$ cat config.mk
export PLATFORM = sky130hd
export DESIGN_NAME = acc_conv_clock
export DESIGN_NICKNAME = d
export VERILOG_FILES = /design/src/rtl/acc_pkg.sv /design/src/rtl/acc_conv_clock.sv
export VERILOG_INCLUDE_DIRS = /design/src /design/src/rtl
export SDC_FILE = /design/constraint.sdc
export NUM_CORES = 1
export LEC_CHECK = 0
export BUFFER_PORTS_ARGS = -buffer_cell sky130_fd_sc_hd__clkbuf_2
export CAP_MARGIN = 0
export CORE_MARGIN = 4
export CORE_UTILIZATION = 49
export DETAILED_ROUTE_END_ITERATION = 12
export MAX_ROUTING_LAYER = met4
export PLACE_DENSITY = 0.8
export SYNTH_ARGS = -nofsm -noshare
export SYNTH_HDL_FRONTEND = slang
export SYNTH_SLANG_ARGS = --single-unit
$ cat constraint.sdc
create_clock -name aclk -period 3 [get_ports aclk]
set_clock_uncertainty 0.1 [all_clocks]
set_input_delay 0.3 -clock aclk [delete_from_list [all_inputs] [get_ports aclk]]
set_output_delay 0.3 -clock aclk [all_outputs]
set_load 0.02 [all_outputs]
$ cat src/rtl/acc_defs.svh
// Register offsets, field positions, reset values and timing constants of the conversion clock block.
`ifndef ACC_DEFS_SVH
`define ACC_DEFS_SVH
`define ACC_OFF_CTRL 8'h00
`define ACC_OFF_STAT 8'h04
`define ACC_OFF_PORT 8'h08
`define ACC_OFF_DIR 8'h0C
`define ACC_OFF_ANA 8'h10
`define ACC_CTRL_GO 0
`define ACC_CTRL_SEL_LO 1
`define ACC_CTRL_SEL_HI 2
`define ACC_SEL_RC 2'h3
`define ACC_TOSC_PER_CLK 1
`define ACC_RC_TAD_NS 4000
`define ACC_CLK_NS 10
`define ACC_RC_TAD_CYC ((`ACC_RC_TAD_NS) / (`ACC_CLK_NS))
`define ACC_TAD_MIN_NS 1600
`define ACC_TAD_MIN_CYC (((`ACC_TAD_MIN_NS) + (`ACC_CLK_NS) - 1) / (`ACC_CLK_NS))
`define ACC_ACQ_TADS 2
`define ACC_CONV_HALF_TADS 21
`define ACC_RESP_OKAY 2'h0
`define ACC_RESP_SLVERR 2'h2
`define ACC_DIR_RESET 8'hFF
`endif

$ cat src/rtl/acc_pkg.sv
// Types shared by the conversion clock block.
package acc_pkg;
	typedef enum logic [1:0] {ACC_IDLE, ACC_ACQ, ACC_BITS, ACC_HALF} acc_phase_e;
	typedef struct packed {
		logic awv;
		logic wv;
		logic [7:0] awaddr;
		logic [31:0] wdata;
		logic bvalid;
		logic [1:0] bresp;
		logic rvalid;
		logic [31:0] rdata;
		logic [1:0] rresp;
		logic go;
		logic [1:0] sel;
		logic [7:0] port_dir;
		logic [7:0] analog_cfg;
		acc_phase_e phase;
		logic [11:0] tick;
		logic [3:0] bitn;
		logic [7:0] sar;
		logic [7:0] result;
		logic [7:0] valid_mask;
		logic done;
		logic [2:0] pin_s1;
		logic [2:0] pin_s2;
		logic [2:0] pin_s3;
	} acc_state_s;
endpackage : acc_pkg

$ cat src/rtl/acc_conv_clock.sv
// Conversion clock selection, conversion sequencing and analog pin handling of an 8-bit converter.
// Functional notes
// - A full 8-bit conversion takes ten and a half bit times.
// - Select 00/01/10 gives 2/8/32 oscillator periods per bit; 11 picks RC.
// - RC bit time is about 4 us, within 2 to 6 us, oscillator independent.
// - An output pin selected for conversion converts its own driven level.
// - Channel select and direction bits never block or alter the sequence.
// - Port reads return zero for pins configured as analog inputs.
// - A digital input pin is still converted like an analog pin.
// - Acquisition time is the same whatever resolution is used.
// - Bits resolved after switching below minimum bit time are marked invalid.
// - Truncated time is two plus N bit times plus (8-N) two-oscillator periods.
//
// The implementer's own choices: the address map and the AXI4-Lite slave port.
`timescale 1ns/1ns
`include "acc_defs.svh"
module acc_conv_clock
	import acc_pkg::*;
#(
	parameter int NCHAN = 8,
	parameter int RC_TAD_CYC = `ACC_RC_TAD_CYC
) (
	input wire logic aclk,
	input wire logic aresetn,
	input wire logic [7:0] s_axi_awaddr,
	input wire logic s_axi_awvalid,
	output logic s_axi_awready,
	input wire logic [31:0] s_axi_wdata,
	input wire logic [3:0] s_axi_wstrb,
	input wire logic s_axi_wvalid,
	output logic s_axi_wready,
	output logic [1:0] s_axi_bresp,
	output logic s_axi_bvalid,
	input wire logic s_axi_bready,
	input wire logic [7:0] s_axi_araddr,
	input wire logic s_axi_arvalid,
	output logic s_axi_arready,
	output logic [31:0] s_axi_rdata,
	output logic [1:0] s_axi_rresp,
	output logic s_axi_rvalid,
	input wire logic s_axi_rready,
	input wire logic [2:0] input_channel_select,
	input wire logic [7:0] pin_level,
	input wire logic [7:0] pin_drive,
	input wire logic comparator_high,
	output logic [2:0] sample_channel,
	output logic sample_from_drive,
	output logic [7:0] trial_code,
	output logic busy
);
	acc_state_s st_r;
	acc_state_s st_nxt;
	logic [11:0] tad_cyc;
	logic tad_tick;
	logic [7:0] port_value;

	// Only eight channels fit the port and the channel field; the RC count must fit the 12-bit tick counter.
	if (NCHAN != 8 || RC_TAD_CYC < 2 || RC_TAD_CYC > 4095) begin : g_bad_params
		$error("acc_conv_clock: unsupported parameter values");
	end

	// RC bit time fixed in aclk cycles, so it does not track the oscillator setting.
	always_comb begin
		unique case (st_r.sel)
			2'h0: tad_cyc = 12'(2 * `ACC_TOSC_PER_CLK);
			2'h1: tad_cyc = 12'(8 * `ACC_TOSC_PER_CLK);
			2'h2: tad_cyc = 12'(32 * `ACC_TOSC_PER_CLK);
			2'h3: tad_cyc = 12'(RC_TAD_CYC);
		endcase
	end

	// per-bit clock reselect
	// The bit time is looked up afresh every cycle, so a faster setting written mid-conversion
	// shortens the remaining bits; the greater-or-equal test ends a bit at once if the count overshoots.
	assign tad_tick = (st_r.phase != ACC_IDLE) && (st_r.tick + 12'h001 >= tad_cyc);

	assign port_value = pin_level & ~st_r.analog_cfg;

	// Next-state logic: bus slave, control registers and conversion sequencer.
	always_comb begin
		st_nxt = st_r;
		st_nxt.done = 1'b0;
		if (s_axi_awvalid && s_axi_awready) begin
			st_nxt.awv = 1'b1;
			st_nxt.awaddr = s_axi_awaddr;
		end
		if (s_axi_wvalid && s_axi_wready) begin
			st_nxt.wv = 1'b1;
			st_nxt.wdata = s_axi_wdata;
		end
		if (s_axi_bvalid && s_axi_bready) begin
			st_nxt.bvalid = 1'b0;
		end
		// Write completes once both address and data are held.
		if (st_r.awv && st_r.wv && !st_r.bvalid) begin
			st_nxt.awv = 1'b0;
			st_nxt.wv = 1'b0;
			st_nxt.bvalid = 1'b1;
			st_nxt.bresp = `ACC_RESP_OKAY;
			unique case (st_r.awaddr[7:2])
				6'(`ACC_OFF_CTRL >> 2): begin
					if (s_axi_wstrb[0]) begin
						st_nxt.sel = st_r.wdata[`ACC_CTRL_SEL_HI:`ACC_CTRL_SEL_LO];
						if (st_r.wdata[`ACC_CTRL_GO] && st_r.phase == ACC_IDLE) begin
							st_nxt.go = 1'b1;
						end
					end
				end
				6'(`ACC_OFF_DIR >> 2): begin
					if (s_axi_wstrb[0]) begin
						st_nxt.port_dir = st_r.wdata[7:0];
					end
				end
				6'(`ACC_OFF_ANA >> 2): begin
					if (s_axi_wstrb[0]) begin
						st_nxt.analog_cfg = st_r.wdata[7:0];
					end
				end
				6'(`ACC_OFF_STAT >> 2), 6'(`ACC_OFF_PORT >> 2): begin
					st_nxt.bresp = `ACC_RESP_OKAY;
				end
				default: st_nxt.bresp = `ACC_RESP_SLVERR;
			endcase
		end
		if (s_axi_rvalid && s_axi_rready) begin
			st_nxt.rvalid = 1'b0;
		end
		if (s_axi_arvalid && s_axi_arready) begin
			st_nxt.rvalid = 1'b1;
			st_nxt.rresp = `ACC_RESP_OKAY;
			st_nxt.rdata = 32'h0000_0000;
			unique case (s_axi_araddr[7:2])
				6'(`ACC_OFF_CTRL >> 2): st_nxt.rdata[`ACC_CTRL_SEL_HI:0] = {st_r.sel, st_r.go};
				6'(`ACC_OFF_STAT >> 2): st_nxt.rdata = {8'h00, st_r.valid_mask, st_r.result, 7'h00, busy};
				6'(`ACC_OFF_PORT >> 2): st_nxt.rdata[7:0] = port_value;
				6'(`ACC_OFF_DIR >> 2): st_nxt.rdata[7:0] = st_r.port_dir;
				6'(`ACC_OFF_ANA >> 2): st_nxt.rdata[7:0] = st_r.analog_cfg;
				default: st_nxt.rresp = `ACC_RESP_SLVERR;
			endcase
		end
		// Comparator output passes three flops; the filtered level moves only when stages two and three agree.
		// The chain costs four cycles of latency, so the shortest divided bit time cannot resolve reliably.
		st_nxt.pin_s1 = {st_r.pin_s1[1:0], comparator_high};
		if (st_r.pin_s1[1] == st_r.pin_s1[2]) begin
			st_nxt.pin_s2[0] = st_r.pin_s1[2];
		end
		st_nxt.pin_s2[2:1] = 2'b00;
		// Previous filtered level, kept so the filter can be checked.
		st_nxt.pin_s3 = st_r.pin_s2;
		// sequence ignores channel and direction bits
		if (st_r.phase != ACC_IDLE) begin
			st_nxt.tick = tad_tick ? 12'h000 : st_r.tick + 12'h001;
		end
		unique case (st_r.phase)
			ACC_IDLE: begin
				if (st_r.go) begin
					st_nxt.go = 1'b0;
					st_nxt.phase = ACC_ACQ;
					st_nxt.tick = 12'h000;
					st_nxt.bitn = 4'h0;
					st_nxt.sar = 8'h80;
					st_nxt.valid_mask = 8'h00;
				end
			end
			// acquisition fixed at two bit times
			ACC_ACQ: begin
				if (tad_tick) begin
					st_nxt.bitn = st_r.bitn + 4'h1;
					if (st_r.bitn + 4'h1 == 4'(`ACC_ACQ_TADS)) begin
						st_nxt.phase = ACC_BITS;
						st_nxt.bitn = 4'h7;
					end
				end
			end
			ACC_BITS: begin
				if (tad_tick) begin
					st_nxt.sar[st_r.bitn[2:0]] = st_r.pin_s2[0];
					if (st_r.bitn != 4'h0) begin
						st_nxt.sar[st_r.bitn[2:0] - 3'h1] = 1'b1;
					end
					// bits under short bit time invalid
					st_nxt.valid_mask[st_r.bitn[2:0]] = tad_cyc >= 12'(`ACC_TAD_MIN_CYC);
					if (st_r.bitn == 4'h0) begin
						st_nxt.phase = ACC_HALF;
					end else begin
						st_nxt.bitn = st_r.bitn - 4'h1;
					end
				end
			end
			ACC_HALF: begin
				if (st_r.tick + 12'h001 >= (tad_cyc >> 1)) begin
					st_nxt.phase = ACC_IDLE;
					st_nxt.tick = 12'h000;
					st_nxt.result = st_r.sar;
					st_nxt.done = 1'b1;
				end
			end
		endcase
	end

	// State register with synchronous reset.
	always_ff @(posedge aclk) begin
		if (!aresetn) begin
			st_r <= '{default: '0, port_dir: `ACC_DIR_RESET, phase: ACC_IDLE};
		end else begin
			st_r <= st_nxt;
		end
	end

	assign s_axi_awready = !st_r.awv;
	assign s_axi_wready = !st_r.wv;
	assign s_axi_bvalid = st_r.bvalid;
	assign s_axi_bresp = st_r.bresp;
	assign s_axi_arready = !st_r.rvalid;
	assign s_axi_rvalid = st_r.rvalid;
	assign s_axi_rdata = st_r.rdata;
	assign s_axi_rresp = st_r.rresp;
	assign busy = st_r.phase != ACC_IDLE;
	assign trial_code = st_r.sar;
	// output pin converts its driven level
	assign sample_channel = input_channel_select;
	assign sample_from_drive = !st_r.port_dir[input_channel_select];

	// Assertions.
	int unsigned conv_cnt;
	always_ff @(posedge aclk) begin
		if (!aresetn || st_r.phase == ACC_IDLE) begin
			conv_cnt <= 0;
		end else begin
			conv_cnt <= conv_cnt + 1;
		end
	end

	property p_full_time;
		@(posedge aclk) disable iff (!aresetn)
			(st_r.done && st_r.sel == 2'h2) |-> conv_cnt == (`ACC_CONV_HALF_TADS * 32 * `ACC_TOSC_PER_CLK) / 2;
	endproperty
	a_full_time: assert property (p_full_time) else $error("conversion time wrong");

	// Busy must still stand well into a 32-period conversion.
	property p_len_32;
		@(posedge aclk) disable iff (!aresetn) $rose(busy) && st_r.sel == 2'h2 |-> ##300 busy;
	endproperty
	a_len_32: assert property (p_len_32) else $error("32 period conversion length wrong");

	property p_sel_map;
		@(posedge aclk) disable iff (!aresetn) st_r.sel == 2'h1 |-> tad_cyc == 12'h008;
	endproperty
	a_sel_map: assert property (p_sel_map) else $error("bit time map wrong");

	property p_rc;
		@(posedge aclk) disable iff (!aresetn) st_r.sel == `ACC_SEL_RC |-> tad_cyc >= 12'd200 && tad_cyc <= 12'd600;
	endproperty
	a_rc: assert property (p_rc) else $error("RC bit time out of range");

	property p_drive;
		@(posedge aclk) disable iff (!aresetn) !st_r.port_dir[input_channel_select] |-> sample_from_drive;
	endproperty
	a_drive: assert property (p_drive) else $error("output pin not converted from drive");

	property p_port_zero;
		@(posedge aclk) disable iff (!aresetn)
			s_axi_arvalid && s_axi_arready && s_axi_araddr == `ACC_OFF_PORT |=> (s_axi_rdata[7:0] & $past(st_r.analog_cfg)) == 8'h00;
	endproperty
	a_port_zero: assert property (p_port_zero) else $error("analog pin read nonzero");

	property p_acq;
		@(posedge aclk) disable iff (!aresetn) $rose(busy) && st_r.sel == 2'h0 |-> busy [*4] ##1 st_r.phase == ACC_BITS;
	endproperty
	a_acq: assert property (p_acq) else $error("acquisition length wrong");

	property p_invalid;
		@(posedge aclk) disable iff (!aresetn) st_r.phase == ACC_BITS && tad_tick && st_r.sel == 2'h0 |=> !st_r.valid_mask[$past(st_r.bitn[2:0])];
	endproperty
	a_invalid: assert property (p_invalid) else $error("short bit time marked valid");

	property p_msb;
		@(posedge aclk) disable iff (!aresetn) $rose(st_r.phase == ACC_BITS) |-> st_r.bitn == 4'h7 && st_r.sar == 8'h80;
	endproperty
	a_msb: assert property (p_msb) else $error("resolution not MSB first");

	// The trailing half bit follows the last resolved bit directly.
	property p_half;
		@(posedge aclk) disable iff (!aresetn) st_r.phase == ACC_BITS && tad_tick && st_r.bitn == 4'h0 |=> st_r.phase == ACC_HALF;
	endproperty
	a_half: assert property (p_half) else $error("half bit time missing");

	property p_bit_count;
		@(posedge aclk) disable iff (!aresetn) st_r.phase == ACC_BITS |-> st_r.bitn <= 4'h7;
	endproperty
	a_bit_count: assert property (p_bit_count) else $error("bit index out of range");

	// With the eight-period setting held, every bit lasts exactly eight cycles.
	property p_bit_period;
		@(posedge aclk) disable iff (!aresetn) tad_tick && st_r.sel == 2'h1 && $stable(st_r.sel) |-> st_r.tick == 12'h007;
	endproperty
	a_bit_period: assert property (p_bit_period) else $error("bit period wrong");

	property p_go_busy;
		@(posedge aclk) disable iff (!aresetn) st_r.go |=> busy;
	endproperty
	a_go_busy: assert property (p_go_busy) else $error("start did not begin a conversion");

	property p_acq_bitn;
		@(posedge aclk) disable iff (!aresetn) st_r.phase == ACC_ACQ |-> st_r.bitn < 4'(`ACC_ACQ_TADS);
	endproperty
	a_acq_bitn: assert property (p_acq_bitn) else $error("acquisition overran");

	property p_valid_rc;
		@(posedge aclk) disable iff (!aresetn)
			st_r.phase == ACC_BITS && tad_tick && st_r.sel == `ACC_SEL_RC |=> st_r.valid_mask[$past(st_r.bitn[2:0])];
	endproperty
	a_valid_rc: assert property (p_valid_rc) else $error("RC bit marked invalid");

	// The filtered comparator level may only move after stages two and three agreed.
	property p_sync;
		@(posedge aclk) disable iff (!aresetn)
			st_r.pin_s2[0] != st_r.pin_s3[0] |-> $past(st_r.pin_s1[1] == st_r.pin_s1[2]);
	endproperty
	a_sync: assert property (p_sync) else $error("comparator filter moved without agreement");

	property p_result;
		@(posedge aclk) disable iff (!aresetn) st_r.done |-> st_r.result == $past(st_r.sar);
	endproperty
	a_result: assert property (p_result) else $error("result not taken from trial register");

	// Responses stand until the master takes them.
	property p_bvalid_hold;
		@(posedge aclk) disable iff (!aresetn) s_axi_bvalid && !s_axi_bready |=> s_axi_bvalid;
	endproperty
	a_bvalid_hold: assert property (p_bvalid_hold) else $error("write response dropped");

	property p_rvalid_hold;
		@(posedge aclk) disable iff (!aresetn) s_axi_rvalid && !s_axi_rready |=> s_axi_rvalid && $stable(s_axi_rdata);
	endproperty
	a_rvalid_hold: assert property (p_rvalid_hold) else $error("read response dropped");

	c_done: cover property (@(posedge aclk) disable iff (!aresetn) st_r.done);
	c_rc: cover property (@(posedge aclk) disable iff (!aresetn) st_r.done && st_r.sel == `ACC_SEL_RC);
	c_trunc: cover property (@(posedge aclk) disable iff (!aresetn) st_r.done && st_r.valid_mask != 8'hFF && st_r.valid_mask != 8'h00);
	c_drive: cover property (@(posedge aclk) disable iff (!aresetn) st_r.done && sample_from_drive);
endmodule : acc_conv_clock

; ---- After elaboration in Yosys (flattened, before gate mapping)
; Cells that the tools add are included.
[totals]
reg_bits = 121
latchBits = 0
ram_bits = 0
mem_bits_ro = 0
inputBits = 79
output_inout_bits = 54
elab_cells = 145
mem_count = 0
[op_classes]
addsub = 4
mul = 0
n_div = 0
n_lt_le_gt_ge = 8
eq_ne = 23
n_shift = 0
muxes = 48
bitwise_logic = 4
reduce_logical = 37
[op_table]
columns = op, count
row1 = two-way mux 8 bit, 7
row2 = one-hot mux 12 bit (4 select lines), 1
row3 = two-way mux 12 bit, 3
row4 = two-way mux 35 bit, 1
row5 = one-hot mux 8 bit (2 select lines), 2
row6 = two-way mux 26 bit, 1
row7 = equality test 6 x 2 -> 1 bit (second input constant), 4
row8 = one-hot mux 12 bit (2 select lines), 1
row9 = two-way mux 19 bit, 1
row10 = bitwise mux 8 bit, 2
row11 = two-way mux 16 bit, 1
row12 = one-hot mux 3 bit (5 select lines), 1
row13 = one-hot mux 5 bit (3 select lines), 1
row14 = two-way mux 14 bit, 1
row15 = != test 2 bit (second input constant), 7
row16 = adder 12 x 1 -> 12 bit (second input constant), 1
row17 = equality test 6 x 1 -> 1 bit (second input constant), 2
row18 = equality test 6 x 3 -> 1 bit (second input constant), 2
row19 = >= comparator 12 x 11 -> 1 bit, 1
row20 = >= comparator 12 bit, 1
row21 = >= comparator 12 x 8 -> 1 bit (second input constant), 1
row22 = zero test 6 bit, 2
row23 = less-than comparator 3 x 4 -> 1 bit (second input constant), 3
row24 = two-way mux 2 bit, 6
row25 = other kinds (32), 71

; ---- Longest topological paths before layout
; Gate-level depths: netlist of the first run.
[logic_depth]
ltp_word = 9
depth_mapped = 13
mapped_depth_nobuf = 12

; ---- Worst setup path after synthesis of the first run
; No wires, ideal clock.
[synth_timing]
kind = register -> register
from = register st_r[38] (netlist bit)
to = register st_r (netlist bit trial_code[7])
setup_ns = 0.132
arrival_ns = 2.772
t_required_ns = 2.768
slack_ns = -0.004
path_stages_with_launch = 14
path_buffers = 1
synth_period_minus_slack_ns = 3.004
path_cell_list = dfxtp_1 ha_1 and4_4 and4_2 xnor2_1 inv_1 ha_1 a2111oi_0 and4b_1 o22ai_4 a21o_4 buf_6 o211ai_1 a21oi_1
[synth_via]
elab_chain_len = 5
[synth_lines]
columns = item, line_no
row1 = start: declaration, acc_conv_clock.sv:51  ; acc_state_s st_r;
row2 = start signal: assignment, acc_conv_clock.sv:206  ; st_r <= st_nxt;
row3 = adder 12 x 1 -> 12 bit, acc_conv_clock.sv:75  ; assign tad_tick = (st_r.phase != ACC_IDLE) && (st_r.tick + 12'h001 >= tad_cyc);
row4 = >= comparator 12 bit, acc_conv_clock.sv:75
row5 = logical AND 1 bit, acc_conv_clock.sv:75
row6 = != test 2 bit (no line), n/a
row7 = AND reduction 3 bit (no line), n/a
; Every way passes these cells.
; A chain may end at the register's enable or synchronous reset.

; ---- Worst setup path in the final report of the first run
[layout_timing]
from = register st_r[38] (netlist bit)
to = register st_r[43] (netlist bit)
[layout_via]
elab_chain_len = 7
word_cells_on_any_way = 9
classes_between = add/sub: 1 / order compare: 2 / mux: 5 / reduce/logical: 1
[layout_lines]
columns = item, line_no
row1 = adder 12 x 1 -> 12 bit (*), "acc_conv_clock.sv:75, acc_conv_clock.sv:152, acc_conv_clock.sv:191"
row2 = >= comparator 12 bit, acc_conv_clock.sv:75
row3 = logical AND 1 bit, acc_conv_clock.sv:75
row4 = two-way mux 12 bit, acc_conv_clock.sv:152  ; st_nxt.tick = tad_tick ? 12'h000 : st_r.tick + 12'h001;
row5 = two-way mux 12 bit, acc_conv_clock.sv:151  ; if (st_r.phase != ACC_IDLE) begin
row6 = two-way mux 14 bit / two-way mux 26 bit (equally long branches), "acc_conv_clock.sv:191, acc_conv_clock.sv:156"
row7 = one-hot mux 12 bit (2 select lines) (*), acc_conv_clock.sv:154  ; unique case (st_r.phase)
; Mark *: on every way between the ends. The rest lies on a longest branch, timed or not. The select of a mux whose other input is x is not followed.

==> results of run 1 <==
## stage by stage
stage | worst slack (ps) | instance area, um2 | std cells | TNS (ps)
2_1_floorplan | 8.75 | 5850 | 684 | 0
3_3_place_gp | 0.201 | 6080 | 849 | 0
3_5_place_dp | -45.9 | 6080 | 849 | -208
4_1_cts | -8.76 | 6460 | 867 | -8.76
5_1_grt | -94.8 | 6600 | 871 | -907
6_report | 0.944 | 6600 | 871 | 0
## metal layers
| layer | routed length, um | GRT usage (%) | up-vias | share of wire (%) |
|---|---|---|---|---|
| met2 | 7200 | 36.2 | 216 | 50 |
| met3 | 894 | 3.91 | 22 | 6.2 |
| li1 | - | - | 2424 | - |
| met4 | 288 | 6.65 | 0 | 2.0 |
| met1 | 6140 | 26.5 | 2348 | 42 |
| met5 | 0 | - | - | 0 |
## how the worst max path moves through the flow
stage / start / endpoint / slack, ps / cells after the start
floorplan: st_r[38] / trial_code[7] / 9 / 13
global placement: st_r[39] / st_r[37] / 0.2 / 12
detailed placement: st_r[39] / st_r[37] / -50 / 12
CTS: st_r[39] / st_r[43] / -9 / 12
global route: st_r[38] / st_r[43] / -90 / 12
finish: st_r[38] / st_r[43] / 0.9 / 12
## flip-flops by register name (all words and copies together), names as in the netlist
name,count
st_r,70
s_axi_rdata,24
trial_code,8
st_nxt,3
s_axi_bresp,1
s_axi_bvalid,1
s_axi_rresp,1
s_axi_rvalid,1
## logic make-up after synthesis
| logic type | after synthesis | synth area share [%] |
|---|---|---|
| AND/OR/NAND/NOR | 257 | 21.4 |
| AO/OA/AOI/OAI | 131 | 16.3 |
| flip-flops | 109 | 37.5 |
| buffers and inverters | 101 | 10.4 |
| multiplexers | 50 | 9.13 |
| adder cells (fa/ha/maj) | 19 | 4.09 |
| XOR/XNOR | 7 | 1.05 |
| other | 1 | 0.0645 |
## timing repair
item                       CTS  global route
buffers inserted             0             4
pin swaps                    2            11
setup endpoints to repair   13            41
cloned                       2             0
resized for setup            8            28
## layout make-up
class | instances | area (um2)
Clock buffer | 9 | 225
Clock inverter | 7 | 95.1
Fill cell | 1001 | 4920
Inverter | 19 | 71.3
Multi-Input combinational cell | 476 | 3220
Sequential cell | 109 | 2190
Tap cell | 143 | 179
Timing Repair Buffer | 108 | 619
## power by group through the flow
stage | Combinational, W | Clock, W | Sequential [W]
2_1_floorplan | 0.000160 | 0 | 0.00153
3_3_place_gp | 0.000205 | 0 | 0.00153
3_5_place_dp | 0.000211 | 0 | 0.00153
4_1_cts | 0.000212 | 0.00130 | 0.00150
5_1_grt | 0.000233 | 0.00136 | 0.00150
6_report | 0.000213 | 0.00128 | 0.00150
## placed cells by master, fill, tap and decap left out, types with 5 or more instances in the layout
cell	synthesis	routed
dfxtp_1	109	104
dfxtp_2	0	5
a221oi_1	5	5
o21a_1	8	8
or3_1	5	5
buf_4	48	23
clkbuf_16	0	9
conb_1	1	10
a21oi_1	29	29
nor3_1	15	15
clkbuf_2	0	83
o21ai_0	14	14
ha_1	19	16
nand2b_1	7	7
a22oi_1	26	25
nor2_1	92	92
inv_1	18	16
mux2i_1	47	47
nand2_1	62	62
nand3_1	36	35
a211oi_1	8	8
nor2b_1	5	5
## worst reg2reg max path: stages (launching register included)
cell,delay [ps]
dfxtp_2,340
ha_2,180
and4_4,240
and4_2,260
xnor2_2,140
inv_2,80
ha_4,180
a2111oi_4,300
and4b_2,350
o22ai_4,140
and2_4,210
or2b_1,260
a31oi_1,140
==> flow_summary_export.csv, run 1 <==
group,metric,value,unit
finish,post-route-util,57.3,%
grt,grt_max_degree,72,
timing,report.final.slew_viol_count,0,
synthesis,synthesis.instances,675,
power,p_clk_share,42.9,%
synthesis,synth_edf_count,0,
synthesis,synth_top_area_share,37.5,%
place,place_congestion,0.896,
timing,worst_pin_slew,826,ps
cts,numCtsBuffers,9,
power,p_comb_share,7.1,%
grt,grt-ovfl-total,0,
synthesis,yosys.area.top_type,"dfxtp_1",
timing,finalSetupViolCount,0,
power,cellLeakagePower,2.70,nW
die,die_w,117,um
die,start_util,50.5,%
setup_path,max_stage_delay,350,ps
synthesis,ys_seq_area_share,37.5,%
cts,cts.sinks,109,
setup_path,reg2reg_setup_slack,0.9,ps
setup_path,r2r_start,"st_r[38]",
setup_path,crit_path_start_kind,"register",
cts,clkSlewWorstSetupHoldPaths,70,ps
finish,drive_gt1_share,23.9,%
power,ir_drop,0.000259,V
synthesis,syn_area_per_cell,8.61,um2
place,place_hpwl,10300,um
cts,cts_hold_buf,0,
power,switching_share,23.6,%
min_path,min_from,"s_axi_rready",
run_status,status,"complete, no violations",
min_path,hold_path_class,"in -> reg",
grt,grt_pass1_vias,4752,
cts,cts_root_buf,"clkbuf_16",
finish,diodes,0,
timing,relSlewSlack,44.8,%
synthesis,synth_most_common_cell,"dfxtp_1",
setup_path,crit_required,3170,ps
setup_path,crit_type,"reg -> reg",
synthesis,syn_area,5810,um2
cts,cts_max_level,3,
detailed_routing,first_pass_iters,5,
detailed_routing,ant_nets,0,
timing,hold_slack,35.3,ps
power,pwr-share-seq,50.0,%
power,p_int,0.00228,W
cts,clk_path_buf_depth,2,
timing,rsz0062_at_grt,"true",
place,numPortBuffers,83,
detailed_routing,routedWlPerCell,16.7,um
job,drv_cap,0,
grt,antenna_found_initial,0,
synthesis,yosys_warnings,0,
detailed_routing,drtIter0Drc,575,
finish,layout.nets,821,
synthesis,ys_ff_latch,109,
timing,fin_crit,3000,ps
timing,clock.fmax,0.333,GHz
timing,fin_crit_sh,100,%
die,dieArea,13700,um2
setup_path,crit_path_end_kind,"register",
die,core_area,11500,um2
setup_path,worst-path-max-fanout,6,
synthesis,synthArstFlopShare,0,%
setup_path,critPathTopFamily,"simple AND/OR/NAND/NOR gates",
cts,cts_tree,"built",
setup_path,cp.buffers_inverters,1,
setup_path,cp.arrival,3170,ps
power,p_switching,0.000708,W
power,power_density,454,nW/um2
min_path,hold_depth,2,
detailed_routing,viasPerCell,5.75,
grt,grt_usage,21.6,%
setup_path,crit_chain,"ha_2, and4_4, and4_2, xnor2_2, inv_2, ha_4, a2111oi_4, and4b_2, o22ai_4, and2_4, or2b_1, a31oi_1",
min_path,holdPathEnd,"s_axi_rvalid",
timing,hold_viol_final,0,
detailed_routing,vias,5010,
synthesis,ys_top_cells_by_count,"109 x dfxtp_1, 92 x nor2_1, 62 x nand2_1",
setup_path,slowest_stage,"and4b_2",
die,io_pins,133,
synthesis,synth_area_leaders,"dfxtp_1 38%, mux2i_1 8.1%, buf_4 6.2%",
power,p_total,0.00299,W
die,die_h,117,um
cts,clkLatencyLatePin,350,ps
synthesis,synth_cell_types,76,
detailed_routing,drc,0,
grt,grt_pass1_wl,23000,um
finish,syn_to_final_growth,13.5,%
synthesis,ys.flop_type,"dfxtp_1",
die,rows,39,
detailed_routing,drt_wl_total,14500,um
setup_path,reg2regPathDepth,12,
setup_path,timing.rr.end,"st_r[43]",
(Power assumes the default switching activity.)
==> inputs of run 2 (changes only) <==
--- a/config.mk
+++ b/config.mk
@@ -8,8 +8,10 @@
 export LEC_CHECK = 0
 export BUFFER_PORTS_ARGS = -buffer_cell sky130_fd_sc_hd__clkbuf_2
 export CAP_MARGIN = 0
+export CELL_PAD_IN_SITES_DETAIL_PLACEMENT = 1
+export CELL_PAD_IN_SITES_GLOBAL_PLACEMENT = 1
 export CORE_MARGIN = 4
-export CORE_UTILIZATION = 49
+export CORE_UTILIZATION = 36
 export DETAILED_ROUTE_END_ITERATION = 12
 export MAX_ROUTING_LAYER = met4
 export PLACE_DENSITY = 0.8
==> run 2 against run 1 <==
Net effect: global-route usage is 3.4 points lower; via count fell by 0.36%; cell count rose by 9.3%; sequential power is essentially flat; worst hold slack worse by 6.6 ps; die area up 33%; critical path depth increased by 2; sequential share of layout area down 0.40 points; non-clock buffer count up 8; combinational power about the same; maximum frequency grew 2.0%; count of clock-buffer cells in the layout rose by 2; critical path type unchanged; critical endpoint is now st_r[37]; largest power group unchanged.
==> flow_summary_export.csv, run 2 (synthesized netlist as in run 1, its figures left out) <==
group,metric,value,unit
grt,grt_pass1_wl,26300,um
setup_path,crit_required,3180,ps
setup_path,timing.rr.end,"st_r[37]",
die,die_w,135,um
power,p_clk_share,41.8,%
setup_path,crit_path_end_kind,"register",
cts,clkSlewWorstSetupHoldPaths,70,ps
min_path,min_from,"s_axi_rready",
min_path,hold_depth,2,
finish,post-route-util,42.2,%
power,p_switching,0.000709,W
cts,numCtsBuffers,9,
grt,grt_usage,18.2,%
setup_path,cp.buffers_inverters,3,
finish,layout_commonest_cell,"dfxtp_1",
power,cellLeakagePower,2.72,nW
timing,clock.fmax,0.340,GHz
detailed_routing,drtIter0Drc,322,
place,numPortBuffers,83,
finish,diodes,0,
place,place_congestion,0.832,
die,start_util,36.7,%
setup_path,critPathTopFamily,"simple AND/OR/NAND/NOR gates",
power,power_density,439,nW/um2
detailed_routing,vias,4992,
power,p_int,0.00222,W
timing,setup_ws,60.1,ps
finish,final_cell_mix,"104 x dfxtp_1, 91 x nor2_1, 83 x clkbuf_2",
setup_path,max_stage_delay,360,ps
timing,worst_pin_slew,764,ps
setup_path,crit_chain,"buf_6, and3_4, nand4_1, xnor2_2, ha_1, o2111a_1, o41ai_1, and4b_2, buf_6, o22ai_4, nand2_1, a21oi_2, buf_6, mux2i_1",
setup_path,crit_type,"reg -> reg",
setup_path,reg2regPathDepth,14,
grt,grt_max_degree,66,
detailed_routing,wl_met3,578,um
timing,report.final.slew_viol_count,0,
setup_path,cp.arrival,3120,ps
timing,hold_viol_final,0,
die,die_h,135,um
place,dpl.cell_count,929,
finish,layout.nets,829,
die,core_area,15800,um2
detailed_routing,routed.top_layer,"met4",
finish,drive_gt1_share,24.0,%
cts,clk_path_buf_depth,2,
min_path,holdPathEnd,"s_axi_rvalid",
finish,final-instance-count-excl-fill,952,
grt,grt_pass1_vias,5216,
detailed_routing,wl_met2,8060,um
setup_path,crit_path_start_kind,"register",
die,dieArea,18200,um2
power,switching_share,24.2,%
finish,postLayoutCellArea,6680,um2
power,pwr-share-seq,51.0,%
finish,largest_register_ffs,70,
setup_path,r2r_start,"st_r[38]",
detailed_routing,first_pass_iters,4,
detailed_routing,met1_length,7310,um
cts,clkLatencyLatePin,350,ps
grt,antenna_found_initial,0,
cts,cts.sinks,109,
die,rows,46,
power,p_total,0.00293,W
timing,fin_crit_sh,98.0,%
detailed_routing,routedWlPerCell,17.0,um
power,ir_drop,0.000231,V
timing,finalSetupViolCount,0,
finish,fillers,1907,
place,place_area,6220,um2
timing,rsz0062_at_grt,"true",
detailed_routing,drc,0,
finish,syn_to_final_growth,14.9,%
setup_path,cpMostUsedCell,"buf_6",
cts,cts_tree,"built",
cts,cts_max_level,3,
setup_path,slowest_stage,"ha_1",
detailed_routing,viasPerCell,5.24,
detailed_routing,ant_nets,0,
place,place_hpwl,11400,um
timing,relSlewSlack,48.9,%
detailed_routing,drt_wl_total,16200,um
timing,fin_crit,2940,ps
run_status,status,"complete, no violations",
cts,cts_root_buf,"clkbuf_16",
setup_path,worst-path-max-fanout,7,
setup_path,reg2reg_setup_slack,60,ps
power,p_comb_share,7.2,%
die,io_pins,133,
job,drv_cap,0,
finish,top_register,"st_r",
place,post-place-ws,-49.1,ps
grt,grt-ovfl-total,0,
min_path,hold_path_class,"in -> reg",
## run 2: per-stage QoR
step,hold slack [ps],TNS [ps]
2_1_floorplan,299,0
3_3_place_gp,322,0
3_5_place_dp,324,-186
4_1_cts,18.7,-29.2
5_1_grt,16.9,-314
6_report,28.7,0
## run 2: how the worst max path moves through the flow
stage / from / endpoint / slack, ps / cells after the start
after floorplan: st_r[38] / trial_code[7] / 9 / 13
after global placement: st_r[39] / st_r[40] / 70 / 12
after detailed placement: st_r[39] / st_r[13] / -50 / 12
after CTS: st_r[38] / st_r[43] / -10 / 12
after global routing: st_r[39] / st_r[35] / -60 / 14
final: st_r[38] / st_r[37] / 60 / 14
## run 2: area by class of cell
type                            count  area [um2]  area share, %
Sequential cell                   109        2190           32.8
Tap cell                          216         270           4.05
Clock inverter                      5        57.6          0.862
Clock buffer                       11         243           3.63
Timing Repair Buffer              116         691           10.3
Inverter                           19        71.3           1.07
Multi-Input combinational cell    476        3160           47.3
## run 2: metal layers
metal	vias to the layer above	global-route usage, %
li1	2441	-
met5	-	-
met2	95	31.1
met3	17	3.06
met4	0	5.10
met1	2439	22.2
## run 2: repair_timing
| action | 4_1_cts | 5_1_grt |
|---|---|---|
| gates cloned | 1 | 1 |
| pin swaps | 5 | 12 |
| setup buffers | 3 | 2 |
| endpoints found under the setup margin | 20 | 39 |
| hold buffers | 0 | 0 |
| resized for setup | 9 | 22 |
## run 2: power by group through the flow
stage	Combinational, W	Sequential, W	Clock (W)
floorplan	0.000160	0.00153	0
finish	0.000211	0.00149	0.00122
global route	0.000233	0.00150	0.00132
global placement	0.000208	0.00153	0
detailed placement	0.000211	0.00153	0
CTS	0.000213	0.00149	0.00126
